===== src/sci_pkg.sv =====
// Speed command input: shared constants and types
// Assumes a 25 MHz system clock; all sizes fixed
package sci_pkg;

  // Speed source select codes
  typedef enum logic [1:0] {
    SCI_SRC_ANALOG = 2'h0,
    SCI_SRC_PWM    = 2'h1,
    SCI_SRC_SERIAL = 2'h2,
    SCI_SRC_FREQ   = 2'h3
  } sci_src_t;

  // Power variant codes
  localparam logic SCI_VARIANT_STANDBY = 1'h0;
  localparam logic SCI_VARIANT_SLEEP   = 1'h1;

  // Data widths and full scale
  localparam int          SCI_W        = 12;
  localparam logic [11:0] SCI_FULL     = 12'hFFF;
  localparam logic [11:0] SCI_ZERO     = 12'h000;
  localparam logic [15:0] SCI_MAX_ZERO = 16'h0000;

  // PWM measurement counter width and fastest range select code
  localparam int          SCI_CNT_W    = 20;
  localparam logic [1:0]  SCI_RNG_HIGH = 2'h0;

  // Clock and time
  localparam int SCI_CLK_HZ       = 25_000_000;
  localparam int SCI_OCP_DEG_NS   = 5000;
  localparam int SCI_OCP_DEG_CYC  =
    (SCI_OCP_DEG_NS * (SCI_CLK_HZ / 1_000_000) + 999) / 1000;
  localparam int SCI_DEAD_MIN_NS  = 40;
  localparam int SCI_DEAD_CYC     =
    (SCI_DEAD_MIN_NS * (SCI_CLK_HZ / 1_000_000) + 999) / 1000;

  // Slew settings: 25, 50, 125, 200 V/us
  typedef enum logic [1:0] {
    SCI_SLEW_25  = 2'h0,
    SCI_SLEW_50  = 2'h1,
    SCI_SLEW_125 = 2'h2,
    SCI_SLEW_200 = 2'h3
  } sci_slew_t;

  // Gate current code per slew setting
  function automatic logic [3:0] sci_slew_drive(input logic [1:0] s);
    unique case (s)
      2'h0:    sci_slew_drive = 4'h1;
      2'h1:    sci_slew_drive = 4'h2;
      2'h2:    sci_slew_drive = 4'h5;
      default: sci_slew_drive = 4'h8;
    endcase
  endfunction

endpackage


===== src/sci_top.sv =====
// Sci speed command input: source select, mapping, buck faults
// Assumes analog and pwm pins arrive asynchronous; serial word synchronous
`timescale 1ns/1ps

//////////////////////////////////////////////////////////////////////////////
module sci_top
  import sci_pkg::*;
(
  // Clock and reset
  input  wire logic        clk_sys,
  input  wire logic        sys_rst,
  // Configuration
  input  wire logic [1:0]  src_sel,
  input  wire logic        device_power_variant,
  input  wire logic [1:0]  pwm_range_sel,
  input  wire logic [15:0] max_speed,
  input  wire logic [11:0] thr_enter,
  input  wire logic [11:0] thr_exit,
  input  wire logic [11:0] ana_full,
  input  wire logic [19:0] freq_full_period,
  input  wire logic [1:0]  slew_sel,
  // Speed inputs
  input  wire logic [11:0] ana_code,
  input  wire logic        speed_pin,
  input  wire logic [11:0] serial_speed,
  // Buck sense
  input  wire logic        buck_feedback_pin,
  input  wire logic        buck_ocp_pin,
  // Bridge
  input  wire logic        hs_req,
  input  wire logic        ls_req,
  input  wire logic        hs_off,
  input  wire logic        ls_off,
  // Outputs
  output logic [11:0]      duty_cmd,
  output logic [15:0]      speed_ref,
  output logic             src_valid,
  output logic             buck_off,
  output logic             dev_reset_req,
  output logic             hs_on,
  output logic             ls_on,
  output logic [3:0]       gate_drive
);

  //////////////////////////////////////////////////////////////////////////
  // Synchronisers
  logic [11:0] ana_s1;
  logic [11:0] ana_s2;
  logic [2:0]  pin_s;
  logic [1:0]  uv_s;
  logic [1:0]  ocp_s;
  // Two-stage sync; pin_s[2] is edge history only
  always_ff @(posedge clk_sys or posedge sys_rst) begin
    if (sys_rst) begin
      ana_s1 <= SCI_ZERO;
      ana_s2 <= SCI_ZERO;
      pin_s  <= 3'h0;
      uv_s   <= 2'h3;
      ocp_s  <= 2'h0;
    end else begin
      ana_s1 <= ana_code;
      ana_s2 <= ana_s1;
      pin_s  <= {pin_s[1:0], speed_pin};
      uv_s   <= {uv_s[0], buck_feedback_pin};
      ocp_s  <= {ocp_s[0], buck_ocp_pin};
    end
  end
  logic pin_lvl;
  logic pin_rise;
  assign pin_lvl  = pin_s[1];
  assign pin_rise = pin_s[1] && !pin_s[2];
  //////////////////////////////////////////////////////////////////////////
  // PWM duty and frequency measurement
  logic [19:0] per_cnt_r;
  logic [19:0] hi_cnt_r;
  logic [19:0] per_r;
  logic [19:0] hi_r;
  logic [19:0] per_lim;
  // Period ceiling per range selection
  always_comb begin
    unique case (pwm_range_sel)
      2'h0:    per_lim = 20'h003E8;
      2'h1:    per_lim = 20'h02710;
      2'h2:    per_lim = 20'h186A0;
      default: per_lim = 20'hFFFFF;
    endcase
  end
  // Count high time and period between rising edges
  always_ff @(posedge clk_sys or posedge sys_rst) begin
    if (sys_rst) begin
      per_cnt_r <= 20'h00000;
      hi_cnt_r  <= 20'h00000;
      per_r     <= 20'h00000;
      hi_r      <= 20'h00000;
    end else if (pin_rise) begin
      per_r     <= per_cnt_r;
      hi_r      <= hi_cnt_r;
      per_cnt_r <= 20'h00001;
      hi_cnt_r  <= 20'h00001;
    end else if (per_cnt_r >= per_lim) begin
      // Out of range: static pin gives 0 or 100 percent
      per_r     <= per_lim;
      hi_r      <= pin_lvl ? per_lim : 20'h00000;
      per_cnt_r <= 20'h00000;
      hi_cnt_r  <= 20'h00000;
    end else begin
      per_cnt_r <= per_cnt_r + 20'h00001;
      hi_cnt_r  <= hi_cnt_r + {19'h00000, pin_lvl};
    end
  end
  // Scale ratio to 12-bit fraction
  function automatic logic [11:0] sci_ratio(input logic [19:0] num,
                                             input logic [19:0] den);
    logic [31:0] q;
    q = 32'h0;
    if (den != 20'h0) begin
      q = ({num, 12'h000} - {12'h000, num}) / {12'h000, den};
    end
    sci_ratio = (q > 32'h00000FFF) ? SCI_FULL : q[11:0];
  endfunction
  logic [11:0] pwm_duty;
  logic [11:0] freq_lvl;
  assign pwm_duty = sci_ratio(hi_r, per_r);
  // Frequency as full period over measured period
  assign freq_lvl = (per_r == 20'h0) ? SCI_ZERO : sci_ratio(freq_full_period, per_r);
  //////////////////////////////////////////////////////////////////////////
  // Source selection and linear mapping
  logic [11:0] raw;
  logic [11:0] span_top;
  logic        pin_src;
  // Exactly four sources
  always_comb begin
    unique case (src_sel)
      SCI_SRC_ANALOG: begin raw = ana_s2;       span_top = ana_full; end
      SCI_SRC_PWM:    begin raw = pwm_duty;     span_top = SCI_FULL; end
      SCI_SRC_SERIAL: begin raw = serial_speed; span_top = SCI_FULL; end
      default:        begin raw = freq_lvl;     span_top = SCI_FULL; end
    endcase
  end
  assign pin_src = (src_sel != SCI_SRC_SERIAL);
  // Linear map from entry threshold to top, clamped at full
  function automatic logic [11:0] sci_map(input logic [11:0] v,
                                           input logic [11:0] lo,
                                           input logic [11:0] hi);
    logic [23:0] n;
    n = 24'h0;
    if (v >= hi || hi <= lo) begin
      sci_map = SCI_FULL;
    end else if (v <= lo) begin
      sci_map = SCI_ZERO;
    end else begin
      n = ({12'h000, v - lo} * {12'h000, SCI_FULL}) / {12'h000, hi - lo};
      sci_map = n[11:0];
    end
  endfunction
  logic        run_r;
  logic [11:0] duty_r;
  logic        valid_r;
  logic        allowed;
  // Pin sources need the standby variant; serial word always
  assign allowed = !pin_src || (device_power_variant == SCI_VARIANT_STANDBY);
  // Run state with hysteresis band
  always_ff @(posedge clk_sys or posedge sys_rst) begin
    if (sys_rst) begin
      run_r <= 1'b0;
    end else if (!allowed || raw <= thr_enter) begin
      run_r <= 1'b0;
    end else if (raw >= thr_exit) begin
      run_r <= 1'b1;
    end
  end // between thresholds: hold
  // Duty command
  always_ff @(posedge clk_sys or posedge sys_rst) begin
    if (sys_rst) begin
      duty_r  <= SCI_ZERO;
      valid_r <= 1'b0;
    end else begin
      valid_r <= allowed;
      if (!run_r) begin
        duty_r <= SCI_ZERO;
      end else if (raw > span_top) begin
        duty_r <= SCI_FULL;
      end else begin
        duty_r <= sci_map(raw, thr_enter, span_top);
      end
    end
  end
  // Speed reference scaled by top speed
  logic [15:0] ref_r;
  logic [27:0] ref_prod;
  assign ref_prod = {12'h000, max_speed} * {16'h0000, duty_r};
  always_ff @(posedge clk_sys or posedge sys_rst) begin
    if (sys_rst) begin
      ref_r <= SCI_MAX_ZERO;
    end else if (max_speed == SCI_MAX_ZERO) begin
      ref_r <= SCI_MAX_ZERO;
    end else begin
      ref_r <= ref_prod[27:12];
    end
  end

  //////////////////////////////////////////////////////////////////////////
  // Buck protection
  logic [7:0] ocp_cnt_r;
  logic       buck_off_r;
  logic       rst_req_r;
  // Overcurrent must persist past the deglitch count
  always_ff @(posedge clk_sys or posedge sys_rst) begin
    if (sys_rst) begin
      ocp_cnt_r <= 8'h00;
    end else if (!ocp_s[1]) begin
      ocp_cnt_r <= 8'h00;
    end else if (ocp_cnt_r <= 8'(SCI_OCP_DEG_CYC)) begin
      ocp_cnt_r <= ocp_cnt_r + 8'h01;
    end
  end
  // Sticky off until device reset
  always_ff @(posedge clk_sys or posedge sys_rst) begin
    if (sys_rst) begin
      buck_off_r <= 1'b0;
      rst_req_r  <= 1'b0;
    end else if (!uv_s[1] || ocp_cnt_r > 8'(SCI_OCP_DEG_CYC)) begin
      buck_off_r <= 1'b1;
      rst_req_r  <= 1'b1;
    end
  end

  //////////////////////////////////////////////////////////////////////////
  // Bridge and outputs
  sci_bridge_il u_bridge (
    .clk_sys    (clk_sys),
    .sys_rst    (sys_rst),
    .hs_req     (hs_req),
    .ls_req     (ls_req),
    .drv_en     (!buck_off_r),
    .slew_sel   (slew_sel),
    .hs_off     (hs_off),
    .ls_off     (ls_off),
    .hs_on      (hs_on),
    .ls_on      (ls_on),
    .gate_drive (gate_drive)
  );
  assign duty_cmd      = duty_r;
  assign speed_ref     = ref_r;
  assign src_valid     = valid_r;
  assign buck_off      = buck_off_r;
  assign dev_reset_req = rst_req_r;

  //////////////////////////////////////////////////////////////////////////
  // Checks
  a_ref_top_zero: assert property (@(posedge clk_sys) disable iff (sys_rst)
    $past(max_speed) == SCI_MAX_ZERO |-> ref_r == SCI_MAX_ZERO)
    else $error("speed ref not zero at zero top speed");
  a_duty_stop: assert property (@(posedge clk_sys) disable iff (sys_rst)
    !run_r |=> duty_r == SCI_ZERO) else $error("duty not zero when stopped");
  a_duty_clamp: assert property (@(posedge clk_sys) disable iff (sys_rst)
    run_r && raw > span_top |=> duty_r == SCI_FULL)
    else $error("duty not clamped");
  a_variant_gate: assert property (@(posedge clk_sys) disable iff (sys_rst)
    pin_src && device_power_variant == SCI_VARIANT_SLEEP |=> !run_r)
    else $error("pin source ran in sleep variant");
  a_run_hyst: assert property (@(posedge clk_sys) disable iff (sys_rst)
    allowed && raw > thr_enter && raw < thr_exit |=> run_r == $past(run_r))
    else $error("hysteresis state changed");
  a_buck_uv_off: assert property (@(posedge clk_sys) disable iff (sys_rst)
    !uv_s[1] |=> buck_off_r && rst_req_r) else $error("uv not acted on");
  a_ocp_deglitch: assert property (@(posedge clk_sys) disable iff (sys_rst)
    uv_s[1] && !buck_off_r && ocp_cnt_r <= 8'(SCI_OCP_DEG_CYC) |=> !buck_off_r)
    else $error("ocp without deglitch");
  a_buck_gate: assert property (@(posedge clk_sys) disable iff (sys_rst)
    buck_off_r |=> !hs_on && !ls_on) else $error("bridge on after buck off");
  c_run_analog: cover property (@(posedge clk_sys) src_sel == SCI_SRC_ANALOG && run_r);
  c_run_pwm:    cover property (@(posedge clk_sys) src_sel == SCI_SRC_PWM && run_r);
  c_run_serial: cover property (@(posedge clk_sys) src_sel == SCI_SRC_SERIAL && run_r);
  c_run_freq:   cover property (@(posedge clk_sys) src_sel == SCI_SRC_FREQ && run_r);
  c_buck_trip:  cover property (@(posedge clk_sys) $rose(buck_off_r));
endmodule


===== src/sci_bridge_il.sv =====
// Sci half-bridge interlock with slew drive select
// Assumes gate-off sense inputs already synchronous to clk_sys
`timescale 1ns/1ps
module sci_bridge_il
  import sci_pkg::*;
(
  // Clock and reset
  input  wire logic       clk_sys,
  input  wire logic       sys_rst,
  // Requests and enables
  input  wire logic       hs_req,
  input  wire logic       ls_req,
  input  wire logic       drv_en,
  input  wire logic [1:0] slew_sel,
  // Gate-off sense
  input  wire logic       hs_off,
  input  wire logic       ls_off,
  // Gate outputs
  output logic            hs_on,
  output logic            ls_on,
  output logic [3:0]      gate_drive
);

  logic hs_on_r;
  logic ls_on_r;
  logic [3:0] gate_drive_r;

  assign hs_on      = hs_on_r;
  assign ls_on      = ls_on_r;
  assign gate_drive = gate_drive_r;

  // Turn on only once the opposite gate is sensed off
  always_ff @(posedge clk_sys or posedge sys_rst) begin
    if (sys_rst) begin
      hs_on_r <= 1'b0;
      ls_on_r <= 1'b0;
    end else begin
      hs_on_r <= drv_en && hs_req && !ls_req && ls_off && !ls_on_r;
      ls_on_r <= drv_en && ls_req && !hs_req && hs_off && !hs_on_r;
    end
  end

  // Slew setting to gate current
  always_ff @(posedge clk_sys or posedge sys_rst) begin
    if (sys_rst) begin
      gate_drive_r <= 4'h1;
    end else begin
      gate_drive_r <= sci_slew_drive(slew_sel);
    end
  end

  a_il_no_shoot: assert property (@(posedge clk_sys) disable iff (sys_rst)
    !(hs_on_r && ls_on_r)) else $error("both switches on");
  a_il_hs_wait: assert property (@(posedge clk_sys) disable iff (sys_rst)
    $rose(hs_on_r) |-> $past(ls_off) && !$past(ls_on_r))
    else $error("high side on before low side off");

endmodule


===== config.mk =====
export PLATFORM = sky130hd
export DESIGN_NAME = sci_top
export DESIGN_NICKNAME = d
export VERILOG_FILES = /design/src/sci_pkg.sv /design/src/sci_top.sv /design/src/sci_bridge_il.sv
export SDC_FILE = /design/constraint.sdc
export NUM_CORES = 2
export LEC_CHECK = 0
export BUFFER_PORTS_ARGS = -buffer_cell sky130_fd_sc_hd__clkbuf_2
export CAP_MARGIN = 20
export CORE_UTILIZATION = 35
export CTS_CLUSTER_DIAMETER = 120
export DETAILED_ROUTE_END_ITERATION = 10
export GPL_TIMING_DRIVEN = 0
export SETUP_SLACK_MARGIN = 0.1
export SYNTH_ARGS = -nofsm -noshare
export SYNTH_HDL_FRONTEND = slang
export SYNTH_SLANG_ARGS = --single-unit

===== constraint.sdc =====
create_clock -name clk_sys -period 218.3 [get_ports clk_sys]
set_clock_uncertainty 0.05 [all_clocks]
set_input_delay 10.915 -clock clk_sys [delete_from_list [all_inputs] [get_ports clk_sys]]
set_output_delay 10.915 -clock clk_sys [all_outputs]
set_load 0.005 [all_outputs]

==> results.md <==
- The Yosys step of the flow raised 0 warnings.
- The die is 475.9 µm tall.
- Wires add up to 247200 µm.
- The worst hold path begins at ocp_s[0]$_DFF_PP0_.
- The buffer cell driving the clock tree root is sky130_fd_sc_hd__clkbuf_16.
- The number of antenna violations at the first check in global routing is 12.
- The shortest clock period the worst path allows after layout is 201.47 ns.
- The worst hold endpoint is ocp_s[1]$_DFF_PP0_.
- In this run the worst path has a maximum fanout of 10.
- The clock transition at the registers of the reported paths is 0.10 ns.
- The final number of hold-violating endpoints is 0.
- By instance count, the leading cell after synthesis is sky130_fd_sc_hd__ha_1.
- The slowest library cell on the worst path is sky130_fd_sc_hd__a211oi_1.
- The number of nets in the final layout is 12557.
- The flow ran to the end, and the final reports show no timing, DRC or antenna violations.
- The worst path buffer plus inverter count is 98.
- From left edge to right edge, the die measures 475.9 µm.
- The startpoint of the most critical register-to-register path is per_r[11]$_DFFE_PP0P_.
- The number of cells on the critical path is 919.
- Counting cells, the worst reg-to-reg path comes to 766.
- For this design the top-level I/O count stands at 149.
- Global routing consumed, over all layers together, 21.36% of the routing resources.
- At the end of routability-driven placement, the weighted congestion stood at 0.9644.
- Max-cap violations in this run came to 0.
- The clock tree from TritonCTS is done.
- The post-route DRC violation count is 0.
- After clock tree synthesis, the setup repair step added 0 buffers.
- The synthesized design contains 0 enable-type register cells.
- The via count of the first global-routing pass is 73896.
- In the synthesized netlist, the cells that appear most often are sky130_fd_sc_hd__ha_1, sky130_fd_sc_hd__nand2_1, sky130_fd_sc_hd__nor2_1, sky130_fd_sc_hd__a21oi_1, sky130_fd_sc_hd__inv_1.
- The number of endpoints failing setup at the final stage is 0.
- For this design, the CTS-stage hold fixing added 0 buffers.
- The worst-case headroom to the max-slew limit is 9.030%.
- Counting every net in the synthesized netlist gives 12352.
- The post-detailed-placement half-perimeter wirelength is 203000 µm.
- In the final timing run, aggregate negative setup slack is 0 ns.
- The kind of capture point of the worst setup path is a register.
- In the final routed layout, each cell accounts on average for 17.80 µm.
- The worst register-to-register path has a setup slack of 26.69 ns.
- On the worst path, the slowest cell contributes a delay of 0.92 ns.
- The required time at the worst-slack endpoint is 218.66 ns.
- The clock latency on the worst-skew pair is 0.54 ns.
- The standard-cell row count is 173.
- In the synthesized netlist the dominant register cell turns out to be sky130_fd_sc_hd__dfrtp_1.
- The peak clock frequency supported by timing is 4.963 MHz.
- The actual transition at the worst max-transition pin is 1.365 ns.
- Synthesis instantiated 119 different standard cells from the library.
- The worst reg2reg path endpoint is duty_cmd[0]$_DFF_PP0_.
- Counting flops and latches in the post-synthesis netlist gives 156.
- The maximum clock path buffer count is 2.
- The startpoint-to-endpoint class of the critical path is primary input to register.
- The area after detailed placement is 0.08386 mm².
- Entering global routing, the biggest net connects 104 pins.
- The number of port buffers is 146.
- Once layout is done, the placed cells without fillers occupy 0.08459 mm².
- The global-route wire length before repair is 396300 µm.
- The area of the placeable core is 0.2227 mm².
- The data arrival time of the critical path is 201.83 ns.
- The path class of the lowest-slack min-delay path is register to register.
- The clock sink count is 156.
- The total via count in the routed design is 79172.
- sky130_fd_sc_hd__ha_1 takes more of the synthesized area than any other cell.
- Each instance of the synthesized netlist takes up on average 7.351 µm².
- The proportion of synthesized flip-flops having asynchronous set or reset is 100.0%.
- The maximum level of the CTS H-tree is 4.
- The remaining global-route overflow is 0.
- The mapped cell area is 0.07860 mm².
- The initial core utilization is 35.29%.
- In the routed layout, each cell is associated on average with a via count of 5.700.
- In the finished design, the share of the clock period the worst path needs comes to 92.29%.
- The first detailed-routing pass took 6 iterations.
- Setup repair after global routing left no endpoint under its margin.
- The detail route stage leaves a number of antenna-violating nets equal to 0.
- The die covers 0.2265 mm².
- The proportion of netlist area held by the largest area contributor is 21.59%.
- The worst setup path is launched from a primary input.
- The share of final-layout standard cells stronger than drive strength 1 is 6.957%.
- The number of design-rule violations left by the first detailed-router iteration is 5562.
- Buffers inserted during clock tree synthesis total 17.
- After synthesis, flip-flops and latches occupy 4.972% of the total area.
- The cell count of the worst hold path is 0.
- Once the clock tree was built, the resizer swapped 0 gates to a different size.
- Cells fill 37.98% of the core in the end.
- The max-slew violation count is 0.
- Synthesis produced a netlist whose cell count is 10692.
- In this design, the largest share of critical-path delay is due to compound AO/OA/AOI/OAI gates.
- The cell seen most often among critical-path stages is sky130_fd_sc_hd__o21a_1.
- The layout overhead on the synthesized area is 7.620%.
- After synthesis, the cell types taking the most area are sky130_fd_sc_hd__ha_1, sky130_fd_sc_hd__xnor2_1, sky130_fd_sc_hd__nand2_1.
## through the flow
stage          hold WS (ns)  std cells  setup slack (ns)
2_1_floorplan        0.2812      10692             54.05
3_3_place_gp         0.2823      13813             18.17
3_5_place_dp         0.2847      13847             19.20
4_1_cts              0.3034      13879             19.14
5_1_grt              0.3118      13888             1.508
6_report             0.3017      13889             16.83
## registers in the layout (all words and copies together), names as in the netlist
name	flops
ocp_s	2
duty_cmd	12
run_r	1
ana_s2	12
hi_cnt_r	20
ana_s1	12
per_r	20
u_bridge.hs_on	1
dev_reset_req	1
u_bridge.gate_drive	4
u_bridge.ls_on	1
per_cnt_r	20
src_valid	1
hi_r	20
pin_s	3
uv_s	2
speed_ref	16
ocp_cnt_r	8
## placed cells by master (no fill, tap or decap), types with 147 or more instances in the layout
| cell type | instances |
|---|---|
| sky130_fd_sc_hd__ha_1 | 1356 |
| sky130_fd_sc_hd__fa_1 | 192 |
| sky130_fd_sc_hd__dfrtp_1 | 153 |
| sky130_fd_sc_hd__a21oi_1 | 739 |
| sky130_fd_sc_hd__inv_1 | 546 |
| sky130_fd_sc_hd__mux2_2 | 283 |
| sky130_fd_sc_hd__xor2_1 | 241 |
| sky130_fd_sc_hd__clkbuf_1 | 229 |
| sky130_fd_sc_hd__clkbuf_2 | 147 |
| sky130_fd_sc_hd__o31ai_1 | 228 |
| sky130_fd_sc_hd__nand3_1 | 210 |
| sky130_fd_sc_hd__o21a_1 | 507 |
| sky130_fd_sc_hd__nor3_1 | 537 |
| sky130_fd_sc_hd__a21o_1 | 350 |
| sky130_fd_sc_hd__nor2_1 | 963 |
| sky130_fd_sc_hd__o21ai_0 | 523 |
| sky130_fd_sc_hd__nand2_1 | 1026 |
| sky130_fd_sc_hd__xnor2_1 | 458 |
## cells by family (layout without fill, tap and decap cells)
logic type,Yosys count,after routing,share of synthesized area [%]
simple gates,3782,3782,23.11
compound gates,3275,3275,28.11
fa+ha+maj,1549,1549,26.49
buf+inv,849,1067,4.147
xor+xnor,702,702,7.842
mux,379,379,5.330
flops,156,156,4.972
other cells,0,4,0
## area by class of cell
class | instances | area (µm²)
flip-flops and latches | 156 | 3908
clock inverters | 15 | 190.2
multi-input cells | 9687 | 71540
plain buffers | 282 | 1131
well taps | 2975 | 3722
fillers | 23622 | 138100
inverters | 567 | 2163
diodes | 4 | 10.01
repair buffers | 186 | 1501
clock buffers | 17 | 425.4
## worst reg2reg max path: cells and delay by family, from the launching register on
kind	cells	cell delay, ns
AO/OA/AOI/OAI	433	102.01
buffers and inverters	79	27.12
multiplexers	12	3.82
XOR/XNOR	4	1.21
AND/OR/NAND/NOR	175	35.84
adder cells (fa/ha/maj)	63	20.99
flip-flops	1	0.51
## routing by layer
layer  vias up  GRT usage (%)  share of wire (%)
met5         -              0                  0
met4         0          5.917                2.7
met3       242          1.354                4.6
met2      1782          34.84                 44
met1     37075          30.11                 49
li1      40073              -                  -
## worst max-delay path by stage
stage                         startpoint                    end  slack, ns
floorplan            freq_full_period[8]  duty_cmd[0]$_DFF_PP0_      54.05
global placement    freq_full_period[15]  duty_cmd[0]$_DFF_PP0_      18.17
detailed placement  freq_full_period[15]  duty_cmd[0]$_DFF_PP0_      19.20
CTS                 freq_full_period[15]  duty_cmd[0]$_DFF_PP0_      19.14
global route        freq_full_period[15]  duty_cmd[0]$_DFF_PP0_       1.51
finish              freq_full_period[15]  duty_cmd[0]$_DFF_PP0_      16.83
Power is left out: the tool's default activity adds up to more than one toggle a clock period on the data nets, which glitch-free logic cannot reach.
